--- src/logic/hbgc_defs.vh ---
// constants for the h-bridge gate control and protection block
`ifndef HBGC_DEFS_VH
`define HBGC_DEFS_VH

`define HBGC_CLK_PERIOD_NS 10
`define HBGC_OFF_NS        20000
`define HBGC_BLANK_NS      16500
`define HBGC_TIMER_W       12

////////////////////////////////////////////////////////////////////////
`define HBGC_ADDR_STATE    12'h000
`define HBGC_ADDR_INT_STAT 12'h004
`define HBGC_ADDR_INT_MASK 12'h008
`define HBGC_ADDR_CTRL     12'h00c

`define HBGC_RST_INT_MASK  5'h00
`define HBGC_RST_CTRL      1'h0

////////////////////////////////////////////////////////////////////////
`define HBGC_ST_SLEEP      0
`define HBGC_ST_ACTIVE     1
`define HBGC_ST_SC_LATCH   2
`define HBGC_ST_OT_LATCH   3
`define HBGC_ST_UV         4
`define HBGC_ST_OFF_BUSY   5
`define HBGC_ST_BLANK_BUSY 6
`define HBGC_ST_FLAG_N     7
`define HBGC_ST_OUT_A      8
`define HBGC_ST_OUT_B      9
`define HBGC_ST_OUT_OE     10
`define HBGC_ST_FOLD       11
`define HBGC_ST_W          12

`define HBGC_EV_SC         0
`define HBGC_EV_OT         1
`define HBGC_EV_UV         2
`define HBGC_EV_TRIP       3
`define HBGC_EV_CLEAR      4
`define HBGC_EV_W          5

`define HBGC_CTRL_FORCE_OFF 0

`endif

--- src/logic/hbgc_sync.v ---
// three-flop pin synchroniser with agreement filter
`timescale 1ns/1ps
module hbgc_sync #(
  parameter W = 1
) (
  input  wire         pclk,
  input  wire         presetn,
  input  wire [W-1:0] din,
  output reg  [W-1:0] dout
);

  reg [W-1:0] s1_reg;
  reg [W-1:0] s2_reg;
  reg [W-1:0] s3_reg;
  integer     i;

  // s1 feeds s2 only; the filter looks at s2 and s3
  always @(posedge pclk or negedge presetn) begin
    if (!presetn) begin
      s1_reg <= {W{1'b0}};
      s2_reg <= {W{1'b0}};
      s3_reg <= {W{1'b0}};
      dout   <= {W{1'b0}};
    end else begin
      s1_reg <= din;
      s2_reg <= s1_reg;
      s3_reg <= s2_reg;
      for (i = 0; i < W; i = i + 1) begin
        if (s2_reg[i] == s3_reg[i]) begin
          dout[i] <= s3_reg[i];
        end
      end
    end
  end

endmodule

--- src/logic/hbgc_timer.v ---
// retriggerable one-shot interval timer
`timescale 1ns/1ps
module hbgc_timer #(
  parameter W   = 12,
  parameter LEN = 1
) (
  input  wire pclk,
  input  wire presetn,
  input  wire load,
  output wire busy
);

  localparam [W-1:0] LEN_W = LEN[W-1:0];

  reg [W-1:0] count_reg;

  assign busy = (count_reg != {W{1'b0}});

  // a load while running restarts the full interval
  always @(posedge pclk or negedge presetn) begin
    if (!presetn) begin
      count_reg <= {W{1'b0}};
    end else if (load) begin
      count_reg <= LEN_W;
    end else if (busy) begin
      count_reg <= count_reg - {{(W-1){1'b0}}, 1'b1};
    end
  end

endmodule

--- src/logic/hbgc_top.v ---
// gate control and protection logic for one h-bridge, outputs a and b, apb status
//
// How it works
// - enabled, not disabled, no fault: each output follows its polarity input
// - disable_high high tri-states both outputs; rest stays awake, no sleep
// - enable low tri-states outputs at once and enters sleep
// - bridge operates only while enable_or_disable_low is high
// - undriven enable input reads low, so sleep with outputs tri-stated
// - fault or disable shown by pulling fault_flag_n low while enabled, released high otherwise
// - under-voltage tri-states and flags low; clears itself on recovery
// - short or over-temperature latches outputs off and flag low
// - disable falling or enable rising clears the latch, flag high
// - without latched fault, outputs take the input-selected state
// - threshold hit tri-states for the off interval, then restarts
// - blanking restarts on each output transition; shorts still latch
// - above fold temperature the lower regulation threshold is used
// - over-temperature detect performs the latched shutdown
// - threshold is ignored during the blanking interval
// - over-temperature latch clears only once cooled below hysteresis
`timescale 1ns/1ps
`include "hbgc_defs.vh"
module hbgc_top #(
  parameter OFF_NS   = `HBGC_OFF_NS,
  parameter BLANK_NS = `HBGC_BLANK_NS
) (
  input  wire        pclk,
  input  wire        presetn,
  input  wire        psel,
  input  wire        penable,
  input  wire        pwrite,
  input  wire [11:0] paddr,
  input  wire [31:0] pwdata,
  output reg  [31:0] prdata,
  output wire        pready,
  output wire        pslverr,
  input  wire        polarity_in_a,
  input  wire        polarity_in_a_driven,
  input  wire        polarity_in_b,
  input  wire        polarity_in_b_driven,
  input  wire        disable_high,
  input  wire        disable_high_driven,
  input  wire        enable_or_disable_low,
  input  wire        enable_or_disable_low_driven,
  input  wire        undervoltage_det,
  input  wire        short_det,
  input  wire        overtemp_det,
  input  wire        temp_fold_det,
  input  wire        temp_cool_det,
  input  wire        current_over_normal,
  input  wire        current_over_fold,
  output reg         bridge_out_a,
  output reg         bridge_out_b,
  output reg         bridge_out_oe,
  output reg         fault_flag_n,
  output wire        fault_flag_n_oe,
  output reg         sleep_mode,
  output reg         current_reg_threshold,
  output wire        irq
);

  // least times round up to whole cycles, never below one
  localparam OFF_CYC   = (OFF_NS + `HBGC_CLK_PERIOD_NS - 1) /
                         `HBGC_CLK_PERIOD_NS;
  localparam BLANK_CYC = (BLANK_NS + `HBGC_CLK_PERIOD_NS - 1) /
                         `HBGC_CLK_PERIOD_NS;
  localparam OFF_LEN   = (OFF_CYC < 1) ? 1 : OFF_CYC;
  localparam BLANK_LEN = (BLANK_CYC < 1) ? 1 : BLANK_CYC;

  ////////////////////////////////////////////////////////////////////////
  // pin synchronisation

  wire [14:0] pins_raw;
  wire [14:0] pins_s;

  assign pins_raw = {current_over_fold, current_over_normal, temp_cool_det,
                     temp_fold_det, overtemp_det, short_det,
                     undervoltage_det, enable_or_disable_low_driven,
                     enable_or_disable_low, disable_high_driven,
                     disable_high, polarity_in_b_driven, polarity_in_b,
                     polarity_in_a_driven, polarity_in_a};

  hbgc_sync #(
    .W (15)
  ) u_sync (
    .pclk    (pclk),
    .presetn (presetn),
    .din     (pins_raw),
    .dout    (pins_s)
  );

  wire pol_a_eff;
  wire pol_b_eff;
  wire dis_eff;
  wire en_eff;
  wire uv_s;
  wire short_s;
  wire ot_s;
  wire fold_s;
  wire cool_s;
  wire over_normal_s;
  wire over_fold_s;

  assign pol_a_eff     = pins_s[1] ? pins_s[0] : 1'b1;
  assign pol_b_eff     = pins_s[3] ? pins_s[2] : 1'b1;
  assign dis_eff       = pins_s[5] ? pins_s[4] : 1'b1;
  assign en_eff        = pins_s[7] ? pins_s[6] : 1'b0;
  assign uv_s          = pins_s[8];
  assign short_s       = pins_s[9];
  assign ot_s          = pins_s[10];
  assign fold_s        = pins_s[11];
  assign cool_s        = pins_s[12];
  assign over_normal_s = pins_s[13];
  assign over_fold_s   = pins_s[14];

  ////////////////////////////////////////////////////////////////////////
  // fault latches and clear events

  reg  dis_prev_reg;
  reg  en_prev_reg;
  reg  sc_latch_reg;
  reg  ot_latch_reg;
  reg  force_off_reg;
  wire clear_evt;
  wire sc_set;
  wire ot_set;
  wire sc_next;
  wire ot_next;

  // disable falling or enable rising
  assign clear_evt = (dis_prev_reg & ~dis_eff) |
                     (~en_prev_reg & en_eff);

  // shorts are only meaningful while the stage drives
  assign sc_set = en_eff & bridge_out_oe & short_s;
  assign ot_set = en_eff & ot_s;

  // a new detection in the clearing cycle wins over the clear
  assign sc_next = (sc_latch_reg & ~clear_evt) | sc_set;
  // hot die keeps the latch even across a toggle
  assign ot_next = (ot_latch_reg & ~(clear_evt & cool_s)) |
                   ot_set;

  always @(posedge pclk or negedge presetn) begin
    if (!presetn) begin
      dis_prev_reg <= 1'b1;
      en_prev_reg  <= 1'b0;
      sc_latch_reg <= 1'b0;
      ot_latch_reg <= 1'b0;
    end else begin
      dis_prev_reg <= dis_eff;
      en_prev_reg  <= en_eff;
      sc_latch_reg <= sc_next;
      ot_latch_reg <= ot_next;
    end
  end

  ////////////////////////////////////////////////////////////////////////
  // output stage selection, blanking and off-time regulation

  wire off_busy;
  wire blank_busy;
  wire active;
  wire drive_on;
  wire out_a_next;
  wire out_b_next;
  wire out_oe_next;
  wire transition;
  wire over_thr;
  wire trip;

  // sleep and disable need no timer: gated from the synchronised pins
  assign active = en_eff & ~dis_eff & ~uv_s & ~sc_latch_reg &
                  ~ot_latch_reg & ~force_off_reg;
  assign drive_on    = active & ~off_busy;
  assign out_oe_next = drive_on;
  assign out_a_next  = drive_on & pol_a_eff;
  assign out_b_next  = drive_on & pol_b_eff;

  assign transition = (out_oe_next != bridge_out_oe) |
                      (out_a_next != bridge_out_a) |
                      (out_b_next != bridge_out_b);

  assign over_thr = fold_s ? over_fold_s : over_normal_s;
  // the threshold is blind while blanking runs
  assign trip = bridge_out_oe & drive_on & over_thr &
                ~blank_busy;

  hbgc_timer #(
    .W   (`HBGC_TIMER_W),
    .LEN (OFF_LEN)
  ) u_off (
    .pclk    (pclk),
    .presetn (presetn),
    .load    (trip),
    .busy    (off_busy)
  );

  hbgc_timer #(
    .W   (`HBGC_TIMER_W),
    .LEN (BLANK_LEN)
  ) u_blank (
    .pclk    (pclk),
    .presetn (presetn),
    .load    (transition),
    .busy    (blank_busy)
  );

  always @(posedge pclk or negedge presetn) begin
    if (!presetn) begin
      bridge_out_a          <= 1'b0;
      bridge_out_b          <= 1'b0;
      bridge_out_oe         <= 1'b0;
      sleep_mode            <= 1'b1;
      current_reg_threshold <= 1'b0;
    end else begin
      bridge_out_a          <= out_a_next;
      bridge_out_b          <= out_b_next;
      bridge_out_oe         <= out_oe_next;
      sleep_mode            <= ~en_eff;
      current_reg_threshold <= fold_s;
    end
  end

  ////////////////////////////////////////////////////////////////////////
  // fault flag, open drain

  wire flag_n_next;

  assign flag_n_next = ~en_eff ? 1'b1 :
                       (sc_latch_reg | ot_latch_reg | uv_s |
                        dis_eff) ? 1'b0 : 1'b1;

  always @(posedge pclk or negedge presetn) begin
    if (!presetn) begin
      fault_flag_n <= 1'b1;
    end else begin
      fault_flag_n <= flag_n_next;
    end
  end

  assign fault_flag_n_oe = ~fault_flag_n;

  ////////////////////////////////////////////////////////////////////////
  // event capture for the interrupt

  reg  uv_prev_reg;
  reg  [`HBGC_EV_W-1:0] int_stat_reg;
  reg  [`HBGC_EV_W-1:0] int_mask_reg;
  wire [`HBGC_EV_W-1:0] ev;
  wire [`HBGC_EV_W-1:0] w1c;

  assign ev[`HBGC_EV_SC]    = sc_set & ~sc_latch_reg;
  assign ev[`HBGC_EV_OT]    = ot_set & ~ot_latch_reg;
  assign ev[`HBGC_EV_UV]    = uv_s & ~uv_prev_reg;
  assign ev[`HBGC_EV_TRIP]  = trip;
  assign ev[`HBGC_EV_CLEAR] = (sc_latch_reg | ot_latch_reg) &
                              ~sc_next & ~ot_next;

  ////////////////////////////////////////////////////////////////////////
  // apb slave: zero wait states, read data registered in setup

  function is_mapped;
    input [11:0] a;
    begin
      if (a == `HBGC_ADDR_STATE) begin
        is_mapped = 1'b1;
      end else if (a == `HBGC_ADDR_INT_STAT) begin
        is_mapped = 1'b1;
      end else if (a == `HBGC_ADDR_INT_MASK) begin
        is_mapped = 1'b1;
      end else if (a == `HBGC_ADDR_CTRL) begin
        is_mapped = 1'b1;
      end else begin
        is_mapped = 1'b0;
      end
    end
  endfunction

  wire wr_acc;
  wire rd_setup;
  wire [`HBGC_ST_W-1:0] state_word;

  assign pready   = 1'b1;
  assign pslverr  = psel & penable & ~is_mapped(paddr);
  assign wr_acc   = psel & penable & pwrite & is_mapped(paddr);
  assign rd_setup = psel & ~penable & ~pwrite;

  assign w1c = (wr_acc && paddr == `HBGC_ADDR_INT_STAT) ?
               pwdata[`HBGC_EV_W-1:0] : {`HBGC_EV_W{1'b0}};

  assign state_word = {fold_s, bridge_out_oe, bridge_out_b, bridge_out_a,
                       fault_flag_n, blank_busy, off_busy, uv_s,
                       ot_latch_reg, sc_latch_reg, active, sleep_mode};

  always @(posedge pclk or negedge presetn) begin
    if (!presetn) begin
      uv_prev_reg   <= 1'b0;
      int_stat_reg  <= {`HBGC_EV_W{1'b0}};
      int_mask_reg  <= `HBGC_RST_INT_MASK;
      force_off_reg <= `HBGC_RST_CTRL;
      prdata        <= 32'h0000_0000;
    end else begin
      uv_prev_reg  <= uv_s;
      // set wins over a simultaneous write-one clear
      int_stat_reg <= (int_stat_reg & ~w1c) | ev;
      if (wr_acc && paddr == `HBGC_ADDR_INT_MASK) begin
        int_mask_reg <= pwdata[`HBGC_EV_W-1:0];
      end
      if (wr_acc && paddr == `HBGC_ADDR_CTRL) begin
        force_off_reg <= pwdata[`HBGC_CTRL_FORCE_OFF];
      end
      if (rd_setup) begin
        if (paddr == `HBGC_ADDR_STATE) begin
          prdata <= {{(32-`HBGC_ST_W){1'b0}}, state_word};
        end else if (paddr == `HBGC_ADDR_INT_STAT) begin
          prdata <= {{(32-`HBGC_EV_W){1'b0}}, int_stat_reg};
        end else if (paddr == `HBGC_ADDR_INT_MASK) begin
          prdata <= {{(32-`HBGC_EV_W){1'b0}}, int_mask_reg};
        end else if (paddr == `HBGC_ADDR_CTRL) begin
          prdata <= {31'h0000_0000, force_off_reg};
        end else begin
          prdata <= 32'h0000_0000;
        end
      end
    end
  end

  assign irq = |(int_stat_reg & int_mask_reg);

endmodule

--- config.mk ---
export PLATFORM = sky130hd
export DESIGN_NAME = hbgc_top
export DESIGN_NICKNAME = d
export VERILOG_FILES = /design/src/logic/hbgc_sync.v /design/src/logic/hbgc_timer.v /design/src/logic/hbgc_top.v
export VERILOG_INCLUDE_DIRS = /design/src /design/src/logic
export SDC_FILE = /design/constraint.sdc
export NUM_CORES = 1
export LEC_CHECK = 0
export BUFFER_PORTS_ARGS = -buffer_cell sky130_fd_sc_hd__clkbuf_2
export CORE_MARGIN = 2
export CORE_UTILIZATION = 47
export CTS_BUF_LIST = sky130_fd_sc_hd__clkbuf_4
export CTS_CLUSTER_SIZE = 40
export DETAILED_ROUTE_END_ITERATION = 8
export GPL_ROUTABILITY_DRIVEN = 1
export PLACE_DENSITY = 0.79
export SLEW_MARGIN = 10
export SYNTH_ARGS = -nofsm -noshare
export SYNTH_HDL_FRONTEND = slang
export SYNTH_SLANG_ARGS = --single-unit
--- constraint.sdc ---
create_clock -name pclk -period 6.5 [get_ports pclk]
set_input_delay 0.975 -clock pclk [delete_from_list [all_inputs] [get_ports pclk]]
set_output_delay 0.975 -clock pclk [all_outputs]
set_load 0.005 [all_outputs]
# [Word level (Yosys, flattened, before mapping)]
# Index checks and enable logic that the tools add are counted.
[word_totals] register_bits=138 wordCells=147
[op_classes] addsub=2 n_eq_ne=21 mux=20 bitwise=60 reduce_logical=9
[ops] cell="$mux 12" count=5
[ops] cell="$and 1x1->1" count=30
[ops] cell="$eq 12x4->1 const B" count=2
[ops] cell="$reduce_bool 12->1" count=2
[ops] cell="$sub 12x1->12 const B" count=2
[ops] cell="$not 1->1" count=18
[ops] cell="$eq 1x1->1" count=15
[ops] cell="$mux 5" count=3
[ops] cell="$eq 12x3->1 const B" count=1
[ops] cell="$logic_not 12->1" count=1
[ops] cell="$mux 1" count=12
[ops] cell="$and 5x5->5" count=2
[ops] cell="$or 1x1->1" count=8
[ops] cell="$not 5->5" count=1
[ops] cell="$or 5x5->5" count=1
[ops] cell="$reduce_or 5->1" count=1
[ops] cell="$reduce_bool 2->1" count=2
[ops] cell="$logic_and 1x1->1" count=3
[ops] cell="$ne 1x1->1" count=3

# [Depth between registers and ports, before layout]
# Gate-level depths: netlist of run 1.
[depth] word_depth=13 depth_mapped=13

# [By module]
# A second synthesis of run 1 with hierarchy kept.
[hier_totals] hier_cells=373 area_unflattened_um2=4752.1
[modules_own_cells] mod="hbgc_top" n_inst=1 cells_each=170 area_per_inst_um2=1775.5
[modules_own_cells] mod="hbgc_sync" n_inst=1 cells_each=75 area_per_inst_um2=1670.4
[modules_own_cells] mod="hbgc_timer (u_off)" n_inst=1 cells_each=66 area_per_inst_um2=671.9
[modules_own_cells] mod="hbgc_timer (u_blank)" n_inst=1 cells_each=62 area_per_inst_um2=634.4

# [Least setup slack after synthesis of run 1]
# Ideal clock, no wire load.
[synth_path] kind="input-to-output" startpoint="input paddr[7]" endpoint="output pslverr" arrival_time_ps=1762 required_time_ps=5525 path_slack_ps=3763 path_stages=3 path_cell_list="nor4_2 nand3_2 and3_1"
[synth_between] elab_chain_cells=7 word_cells_on_any_way=10 classes_between="3 x eq/ne; 4 x mux; 2 x bitwise; 1 x reduce/logical"
[synth_lines] item="from (decl)" line="hbgc_top.v:31" rtl="input wire [11:0] paddr,"
[synth_lines] item="$eq 12x4->1 (no source line)"
[synth_lines] item="$mux 1" line="hbgc_top.v:271" rtl="end else if (a == `HBGC_ADDR_CTRL) begin"
[synth_lines] item="$mux 1" line="hbgc_top.v:269" rtl="end else if (a == `HBGC_ADDR_INT_MASK) begin"
[synth_lines] item="$mux 1" line="hbgc_top.v:267" rtl="end else if (a == `HBGC_ADDR_INT_STAT) begin"
[synth_lines] item="$mux 1 *" line="hbgc_top.v:265" rtl="if (a == `HBGC_ADDR_STATE) begin"
[synth_lines] item="$not 1->1 *" line="hbgc_top.v:284" rtl="assign pslverr = psel & penable & ~is_mapped(paddr);"
[synth_lines] item="$and 1x1->1 *" line="hbgc_top.v:284"
[synth_lines] item="to (decl)" line="hbgc_top.v:35" rtl="output wire pslverr,"
# Mark *: on every way between the ends. The rest lies on a longest branch, timed or not.

# [Worst setup path after layout of run 1]
# Same ends and word-level chain as after synthesis.

==> impl_summary.txt, run 1 <==
----------------------------------------------------
[Global route]
  First-pass GRT wire length ... 13,800 microns
  Total grt overflow ... 0
  Maximum number of pins on one net before global-route repair ... between 60 and 70
  Overall track demand over capacity in global routing ... about 16%
  Number of antenna violations at the first check in global routing ... 0
  Vias in the first global route ... between 2,000 and 3,000

[Power and ir drop]
  Share of total power consumed by net switching ... 32.1%
  Leakage component of the power ... 2.49 nW
  P_int ... approximately 1.2 mW
  Peak ir drop on the vdd network ... 0.265 mV
  Net switching power ... 569 uW
  Final total power ... 1.78 mW
  Power per cell area ... 331 nW/um^2
  Comb pwr share ... ~17%
  Clk network pwr share ... about 29%
  Seq pwr share ... 53.8%

[Yosys]
  Mean post-synth cell area ... roughly 13 sq um
  Synthesized-area fraction occupied by ao, oa, aoi and oai cells ... 5.89%
  Fraction of the yosys area taken by sequential cells ... between 60% and 70%
  Area share of fa/ha/maj cells after synthesis ... under 10%
  Number of distinct standard cells referenced by the synthesized netlist ... 52
  Post-synthesis cell area ... ~4700 sq um
  Number of enable flip-flop cells after synthesis ... 0
  Top cells by area in the synthesized netlist ... sky130_fd_sc_hd__dfrtp_1 (61%), sky130_fd_sc_hd__buf_4 (3.5%), sky130_fd_sc_hd__maj3_1 (3.2%)
  Share of cell area taken by muxes after synthesis ... between 3 and 4%
  Most common cell in the netlist ... sky130_fd_sc_hd__dfrtp_1
  Combinational family with the most area after synthesis ... simple AND/OR/NAND/NOR gates
  Cell accounting for the most synthesized area ... sky130_fd_sc_hd__dfrtp_1
  Synthesis warning total ... 0
  Synth async-reset ratio ... 100%
  Ys flop type ... sky130_fd_sc_hd__dfrtp_1
  Leading cell types by count after synthesis ... sky130_fd_sc_hd__dfrtp_1 (115), sky130_fd_sc_hd__nor2_1 (36), sky130_fd_sc_hd__nand2_1 (23)
  Number of synthesized register bits ... around 120
  Count of mapped cells out of synthesis ... approximately 380
  Xor-xnor portion of the synthesized cell area ... between 3 and 4%
  Simple-Gate Fraction of Synth Area ... 15.7%
  Area fraction of the dominant cell type after synthesis ... roughly three fifths

[Timing]
  Least setup slack across all paths after layout ... about 3400 ps
  Pins over their slew limit ... 0
  Final Hold Violating Endpoints ... 0
  Worst hold slack ... 352 ps
  Accumulated negative setup slack ... 0 ps
  Fmax ... approximately 0.32 GHz
  Transition time at the pin with the least slew margin ... slightly below 1000 ps
  Setup violators final ... 0
  Remaining max-slew budget at the tightest pin ... 34.2%
  Unrepaired setup endpoints after global routing ... no
  Final critical path time including I/O delays and setup ... approximately 3100 ps
  Ratio of final minimum period to clock period ... approximately 48%
  Setup clock skew after layout ... 17.9 ps

[Route]
  Detailed-route wire length ... about 8300 microns
  Remaining routing DRC violations ... 0
  Vias per std cell ... between 5 and 6
  DR iter-0 viols ... 128
  Number of search-and-repair iterations in the first detailed-routing pass ... 4
  Remaining number of nets flagged by the antenna check after routing ... 0
  Per-cell routed wire length ... about 14 microns
  Total vias in the final route ... ~3,000

[Final layout]
  ANT cells ... 0
  Share of layout cells above drive strength 1 ... 23.6%
  Fin cells ... 590
  Final net count ... 512
  Synth-to-Final Area Change ... 13.2%
  Flip-flop and latch area ... ~3000 sq um
  Area occupied by multi-input gates ... around 1600 sq um
  Number of filler instances in the final layout ... 844

[Setup path]
  Endpoint class of the critical path ... output pin
  Data required time of the critical path ... about 5500 ps
  Kind of critical path ... in2out
  Largest driver fanout on the critical path ... 9
  Type of element launching the critical path ... input port
  Arrival time worst endpoint ... between 2000 and 2500 ps

[Placed design]
  IO Port Bufs ... between 50 and 60
  Number of placed instances, taps included ... about 560
  Gp weighted congestion ... between 0.7 and 0.8
  Estimated wirelength of the detail-placed design ... between 5000 and 6000 microns
  Dpl ws ... around 3400 ps

[CTS]
  H-Tree Level Count ... 4
  Number of hold buffers added after CTS ... 0
  Cell chosen for the clock root ... sky130_fd_sc_hd__clkbuf_4
  Clock buffer depth ... 2
  Clock sink total ... about 120
  Inserted Clock Buffers ... 17
  Post-CTS setup-driven buffer insertion count ... 0
  Later-pin clock latency in the skew report ... ~500 ps
  Number of gates given a new drive strength after cts ... 0
  Clock-pin slew of the registers on the worst-case setup and hold paths ... 110 ps
  TritonCTS clock tree ... built

[Floorplanning]
  Std-Cell Core Area ... 9770 sq um
  Count of boundary I/O pins ... between 100 and 150
  Floorplan die area ... between 10,000 and 15,000 sq um
  Placement row count ... 36
  DIE WIDTH ... ~100 microns
  Chip height ... between 100 and 150 microns
  Initial Utilization ... between 40% and 50%

[Job]
  Maximum Capacitance Violations ... 0

[Worst hold path]
  Class of the tightest hold or removal check ... reg2reg

[Status]
  Status ... finished clean

----------------------------------------------------
routing by layer:
metal / wire length, microns / track usage (%) / vias up
met4: 74 / 6.66 / 0
met2: 3930 / 24.8 / 75
met1: 3850 / 21.6 / 1462
li1: - / - / 1412
met3: 396 / 4.51 / 7
met5: 0 / 0 / -
placed cells by master (no fill, tap or decap), drive strengths merged, types with 2 or more instances in the layout:
| cell | count |
|---|---|
| a211o | 2 |
| and3 | 3 |
| nand4b | 4 |
| inv | 16 |
| and2 | 2 |
| nor3 | 11 |
| dfstp | 3 |
| nor4b | 2 |
| a21o | 2 |
| o21ai | 4 |
| bufinv | 2 |
| dfrtp | 115 |
| nor2 | 36 |
| a22oi | 2 |
| o31ai | 4 |
| xnor2 | 4 |
| maj3 | 15 |
| conb | 21 |
| ha | 4 |
| clkbuf | 73 |
| nor2b | 5 |
| xor2 | 14 |
| a21oi | 5 |
| clkinv | 4 |
| nand2b | 7 |
| nand3 | 13 |
| mux2 | 7 |
| nor4 | 10 |
| buf | 2 |
| nand3b | 2 |
| nand2 | 23 |
| nand4 | 7 |
| clkinvlp | 6 |
| a22o | 9 |
| mux2i | 5 |
| o2bb2ai | 3 |
stage by stage:
stage / cell area [sq um] / utilization, %
after floorplan: 4810 / -
after global placement: 5080 / 52.0
after detailed placement: 5080 / 52.0
after CTS: 5360 / 54.8
after global routing: 5360 / 54.8
final: 5360 / 54.8
final cells by class:
type,count,area share (%)
multi-input cells,236,30.1
flip-flops and latches,118,55.2
repair buffers,58,5.51
inverters,13,0.911
well taps,133,3.11
clock inverters,15,2.85
clock buffers,17,2.38
power by group through the flow:
stage / Sequential, mW / Clock, mW / Combinational (mW)
global route: 0.974 / 0.558 / 0.352
finish: 0.956 / 0.512 / 0.308
floorplan: 0.942 / 0 / 0.243
detailed placement: 0.968 / 0 / 0.308
global placement: 0.959 / 0 / 0.291
CTS: 0.955 / 0.526 / 0.310
final timing paths:
check / slack, ps / endpoint / from / cells past startpoint
max: 3400 / pslverr / paddr[7] / 5
min: 350 / u_sync.s2_reg[4]$_DFF_PN0_ / u_sync.s1_reg[4]$_DFF_PN0_ / 0
max reg2reg: 3550 / u_blank.count_reg[0]$_DFFE_PN0P_ / u_off.count_reg[0]$_DFFE_PN0P_ / 11
min reg2reg: 350 / u_sync.s2_reg[4]$_DFF_PN0_ / u_sync.s1_reg[4]$_DFF_PN0_ / 0
max in group asynchronous: 4800 / u_blank.count_reg[0]$_DFFE_PN0P_ / presetn / 2
min in group asynchronous: 520 / u_sync.s1_reg[13]$_DFF_PN0_ / presetn / 1
critical path: stages:
cell and delay, ps:
sky130_fd_sc_hd__clkbuf_2 90, sky130_fd_sc_hd__nor4_2 400, sky130_fd_sc_hd__nand3_2 290, sky130_fd_sc_hd__and3_1 260
sky130_fd_sc_hd__clkbuf_2 100
kinds of logic after synthesis:
group | after synthesis
flip-flops | 118
adder cells (fa/ha/maj) | 19
AO/OA/AOI/OAI | 36
XOR/XNOR | 18
buffers and inverters | 41
AND/OR/NAND/NOR | 129
other | 2
multiplexers | 13
Power figures use the tool's default switching activity.
==> run 2, diff against run 1 <==
--- a/config.mk
+++ b/config.mk
@@ -13,7 +13,7 @@
 export CTS_CLUSTER_SIZE = 40
 export DETAILED_ROUTE_END_ITERATION = 8
 export GPL_ROUTABILITY_DRIVEN = 1
-export PLACE_DENSITY = 0.79
+export PLACE_DENSITY = 0.82
 export SLEW_MARGIN = 10
 export SYNTH_ARGS = -nofsm -noshare
 export SYNTH_HDL_FRONTEND = slang
==> constraint.sdc (replaced) <==
create_clock -name pclk -period 2.6 [get_ports pclk]
set_input_delay 0.39 -clock pclk [delete_from_list [all_inputs] [get_ports pclk]]
set_output_delay 0.39 -clock pclk [all_outputs]
set_load 0.005 [all_outputs]
==> impl_summary.txt, run 2 (synthesis results as in run 1) <==
----------------------------------------------------
[Status]
  Status ... finished clean (unchanged)

[Timing]
  Remaining max-slew budget at the tightest pin ... 64.9% (was 34.2%)
  Final critical path time including I/O delays and setup ... 2560 ps
  Pins over their slew limit ... 0 (unchanged)
  Setup clock skew after layout ... 22.5 ps (was 17.9 ps)
  Fmax ... 0.391 GHz
  Unrepaired setup endpoints after global routing ... yes (was no)
  Transition time at the pin with the least slew margin ... 522 ps (was 979 ps)
  Ratio of final minimum period to clock period ... a little over nine tenths
  Setup violators final ... 0 (unchanged)
  Final Hold Violating Endpoints ... 0 (unchanged)
  Least setup slack across all paths after layout ... 42.3 ps (was 3400 ps)

[Final layout]
  Share of the core filled with cells in the final layout ... 59.9% (was 54.8%)
  Final net count ... 559 (was 512)
  ANT cells ... 0 (unchanged)
  Synth-to-Final Area Change ... 23.7% (was 13.2%)
  Leading cell types in the layout, fill and taps excluded ... sky130_fd_sc_hd__dfrtp_1 (115), sky130_fd_sc_hd__clkbuf_2 (56), sky130_fd_sc_hd__nor2_1 (35) (was sky130_fd_sc_hd__dfrtp_1 (115), sky130_fd_sc_hd__clkbuf_2 (56), sky130_fd_sc_hd__nor2_1 (36))
  Number of filler instances in the final layout ... 779 (was 844)
  Final cell area excluding filler cells ... 5860 sq um (was 5360 sq um)
  Most common cell after layout, fill and taps aside ... sky130_fd_sc_hd__dfrtp_1 (unchanged)
  Share of layout cells above drive strength 1 ... 29.2% (was 23.6%)

[Placed design]
  Dpl ws ... -39.6 ps (was 3400 ps)
  Estimated wirelength of the detail-placed design ... 6190 microns (was 5850 microns)
  Gp weighted congestion ... 0.863 (was 0.782)
  Area after DPL ... 5230 sq um (was 5080 sq um)
  IO Port Bufs ... 57 (unchanged)

[CTS]
  Clock-pin slew of the registers on the worst-case setup and hold paths ... 110 ps (about the same)
  Cell chosen for the clock root ... sky130_fd_sc_hd__clkbuf_4 (unchanged)
  TritonCTS clock tree ... built (unchanged)
  H-Tree Level Count ... 4 (unchanged)
  Clock sink total ... 118 (unchanged)
  Clock buffer depth ... 2 (unchanged)
  Later-pin clock latency in the skew report ... 510 ps (was 500 ps)
  Inserted Clock Buffers ... 17 (unchanged)

[Floorplanning]
  Floorplan die area ... 10,900 sq um (unchanged)
  Std-Cell Core Area ... 9770 sq um (unchanged)
  Placement row count ... 36 (unchanged)
  Count of boundary I/O pins ... 106 (unchanged)
  Initial Utilization ... 48.4% (unchanged)
  DIE WIDTH ... 104 microns (unchanged)
  Chip height ... 104 microns (unchanged)

[Route]
  Vias per std cell ... 5.06 (was 5.01)
  Per-cell routed wire length ... 14.5 microns (was 14.0 microns)
  Number of search-and-repair iterations in the first detailed-routing pass ... 5 (was 4)
  Total vias in the final route ... 3,226 (was 2,956)
  Remaining routing DRC violations ... 0 (unchanged)
  Remaining number of nets flagged by the antenna check after routing ... 0 (unchanged)
  Detailed-route wire length ... 9230 microns (was 8260 microns)
  DR iter-0 viols ... 149 (was 128)

[Power and ir drop]
  Final total power ... 4.78 mW (was 1.78 mW)
  P_int ... 3.29 mW (was 1.21 mW)
  Seq pwr share ... 49.6% (was 53.8%)
  Comb pwr share ... 21.5% (was 17.3%)
  Net switching power ... 1.48 mW (was 569 uW)
  Power per cell area ... 816 nW/um^2 (was 331 nW/um^2)
  Share of total power consumed by net switching ... 31.1% (was 32.1%)
  Leakage component of the power ... 2.74 nW (was 2.49 nW)
  Peak ir drop on the vdd network ... 0.460 mV (was 0.265 mV)
  Clk network pwr share ... 28.9% (was 28.8%)

[Worst hold path]
  Class of the tightest hold or removal check ... in2reg (was reg2reg)

[Global route]
  Maximum number of pins on one net before global-route repair ... 62 (was 64)
  Number of antenna violations at the first check in global routing ... 0 (unchanged)
  Vias in the first global route ... 3,285 (was 2,888)
  Total grt overflow ... 0 (unchanged)
  First-pass GRT wire length ... 15,300 microns (was 13,800 microns)
  Overall track demand over capacity in global routing ... 18.0% (was 16.1%)

[Setup path]
  Type of element launching the critical path ... register (was input port)
  Data required time of the critical path ... 3010 ps (was 5520 ps)
  Largest driver fanout on the critical path ... 6 (was 9)
  Arrival time worst endpoint ... 2960 ps (was 2130 ps)
  Endpoint class of the critical path ... register (was output pin)
  Kind of critical path ... reg2reg (was in2out)

[Job]
  Maximum Capacitance Violations ... 0 (unchanged)

----------------------------------------------------
-- run 2: timing repair --
action                                  in CTS  in global routing
endpoints found under the setup margin      12                 12
pin swaps                                    4                  9
resized for setup                            8                  9
hold endpoints to repair                    48                  0
buffers inserted                            10                  4
hold buffers                                16                  0
-- run 2: final timing paths --
kind                                                start                                to  slack, ps  cells after the start
max in group asynchronous                         presetn              sleep_mode$_DFF_PN1_       1510                      3
max reg2reg                u_off.count_reg[1]$_DFFE_PN0P_  u_blank.count_reg[4]$_DFFE_PN0P_         40                     12
min in group asynchronous                         presetn       u_sync.s1_reg[11]$_DFF_PN0_        370                      2
max                        u_off.count_reg[1]$_DFFE_PN0P_  u_blank.count_reg[4]$_DFFE_PN0P_         40                     12
min                                             pwdata[2]       int_mask_reg[2]$_DFFE_PN0P_        110                      2
min reg2reg                    u_sync.s1_reg[4]$_DFF_PN0_        u_sync.s2_reg[4]$_DFF_PN0_        360                      0
-- run 2: metrics by stage --
stage                     setup TNS, ps  std cells  hold slack (ps)
after detailed placement          -39.6        576              336
after global placement                0        576              331
final                                 0        637              111
after global routing               -278        637             82.7
after CTS                             0        634             65.8
after floorplan                       0        395             94.4
-- run 2: critical path: stages, from the launching register on --
cell and delay (ps):
sky130_fd_sc_hd__dfrtp_1 410, sky130_fd_sc_hd__inv_2 90, sky130_fd_sc_hd__ha_4 130, sky130_fd_sc_hd__nor4b_4 220
sky130_fd_sc_hd__nand4b_1 220, sky130_fd_sc_hd__or2_4 320, sky130_fd_sc_hd__inv_4 60, sky130_fd_sc_hd__ha_4 190
sky130_fd_sc_hd__nor3_1 240, sky130_fd_sc_hd__o31a_1 230, sky130_fd_sc_hd__nor3_4 80, sky130_fd_sc_hd__buf_6 150
sky130_fd_sc_hd__nand2b_4 130
-- run 2: cell type report --
class	count	area [sq um]	share of cell area [%]
Clock buffer	17	128	2.18
Inverter	13	51.3	0.876
Sequential cell	118	2960	50.5
Clock inverter	15	176	3.01
Timing Repair Buffer	105	708	12.1
Tap cell	133	166	2.84
Multi-Input combinational cell	236	1670	28.5
-- run 2: layer usage --
layer	share of wire (%)	up-vias	GRT usage [%]
li1	-	1507	-
met1	44	1606	21.9
met2	49	97	29.3
met3	5.6	16	5.70
met4	1.5	0	8.30
met5	0	-	0
-- run 2: power by group through the flow --
stage	logic (mW)	clock network [mW]	registers, mW
final	1.03	1.38	2.37
after global routing	1.16	1.50	2.40
after CTS	0.949	1.42	2.36
after detailed placement	0.895	0	2.39
after global placement	0.848	0	2.37
after floorplan	0.609	0	2.36
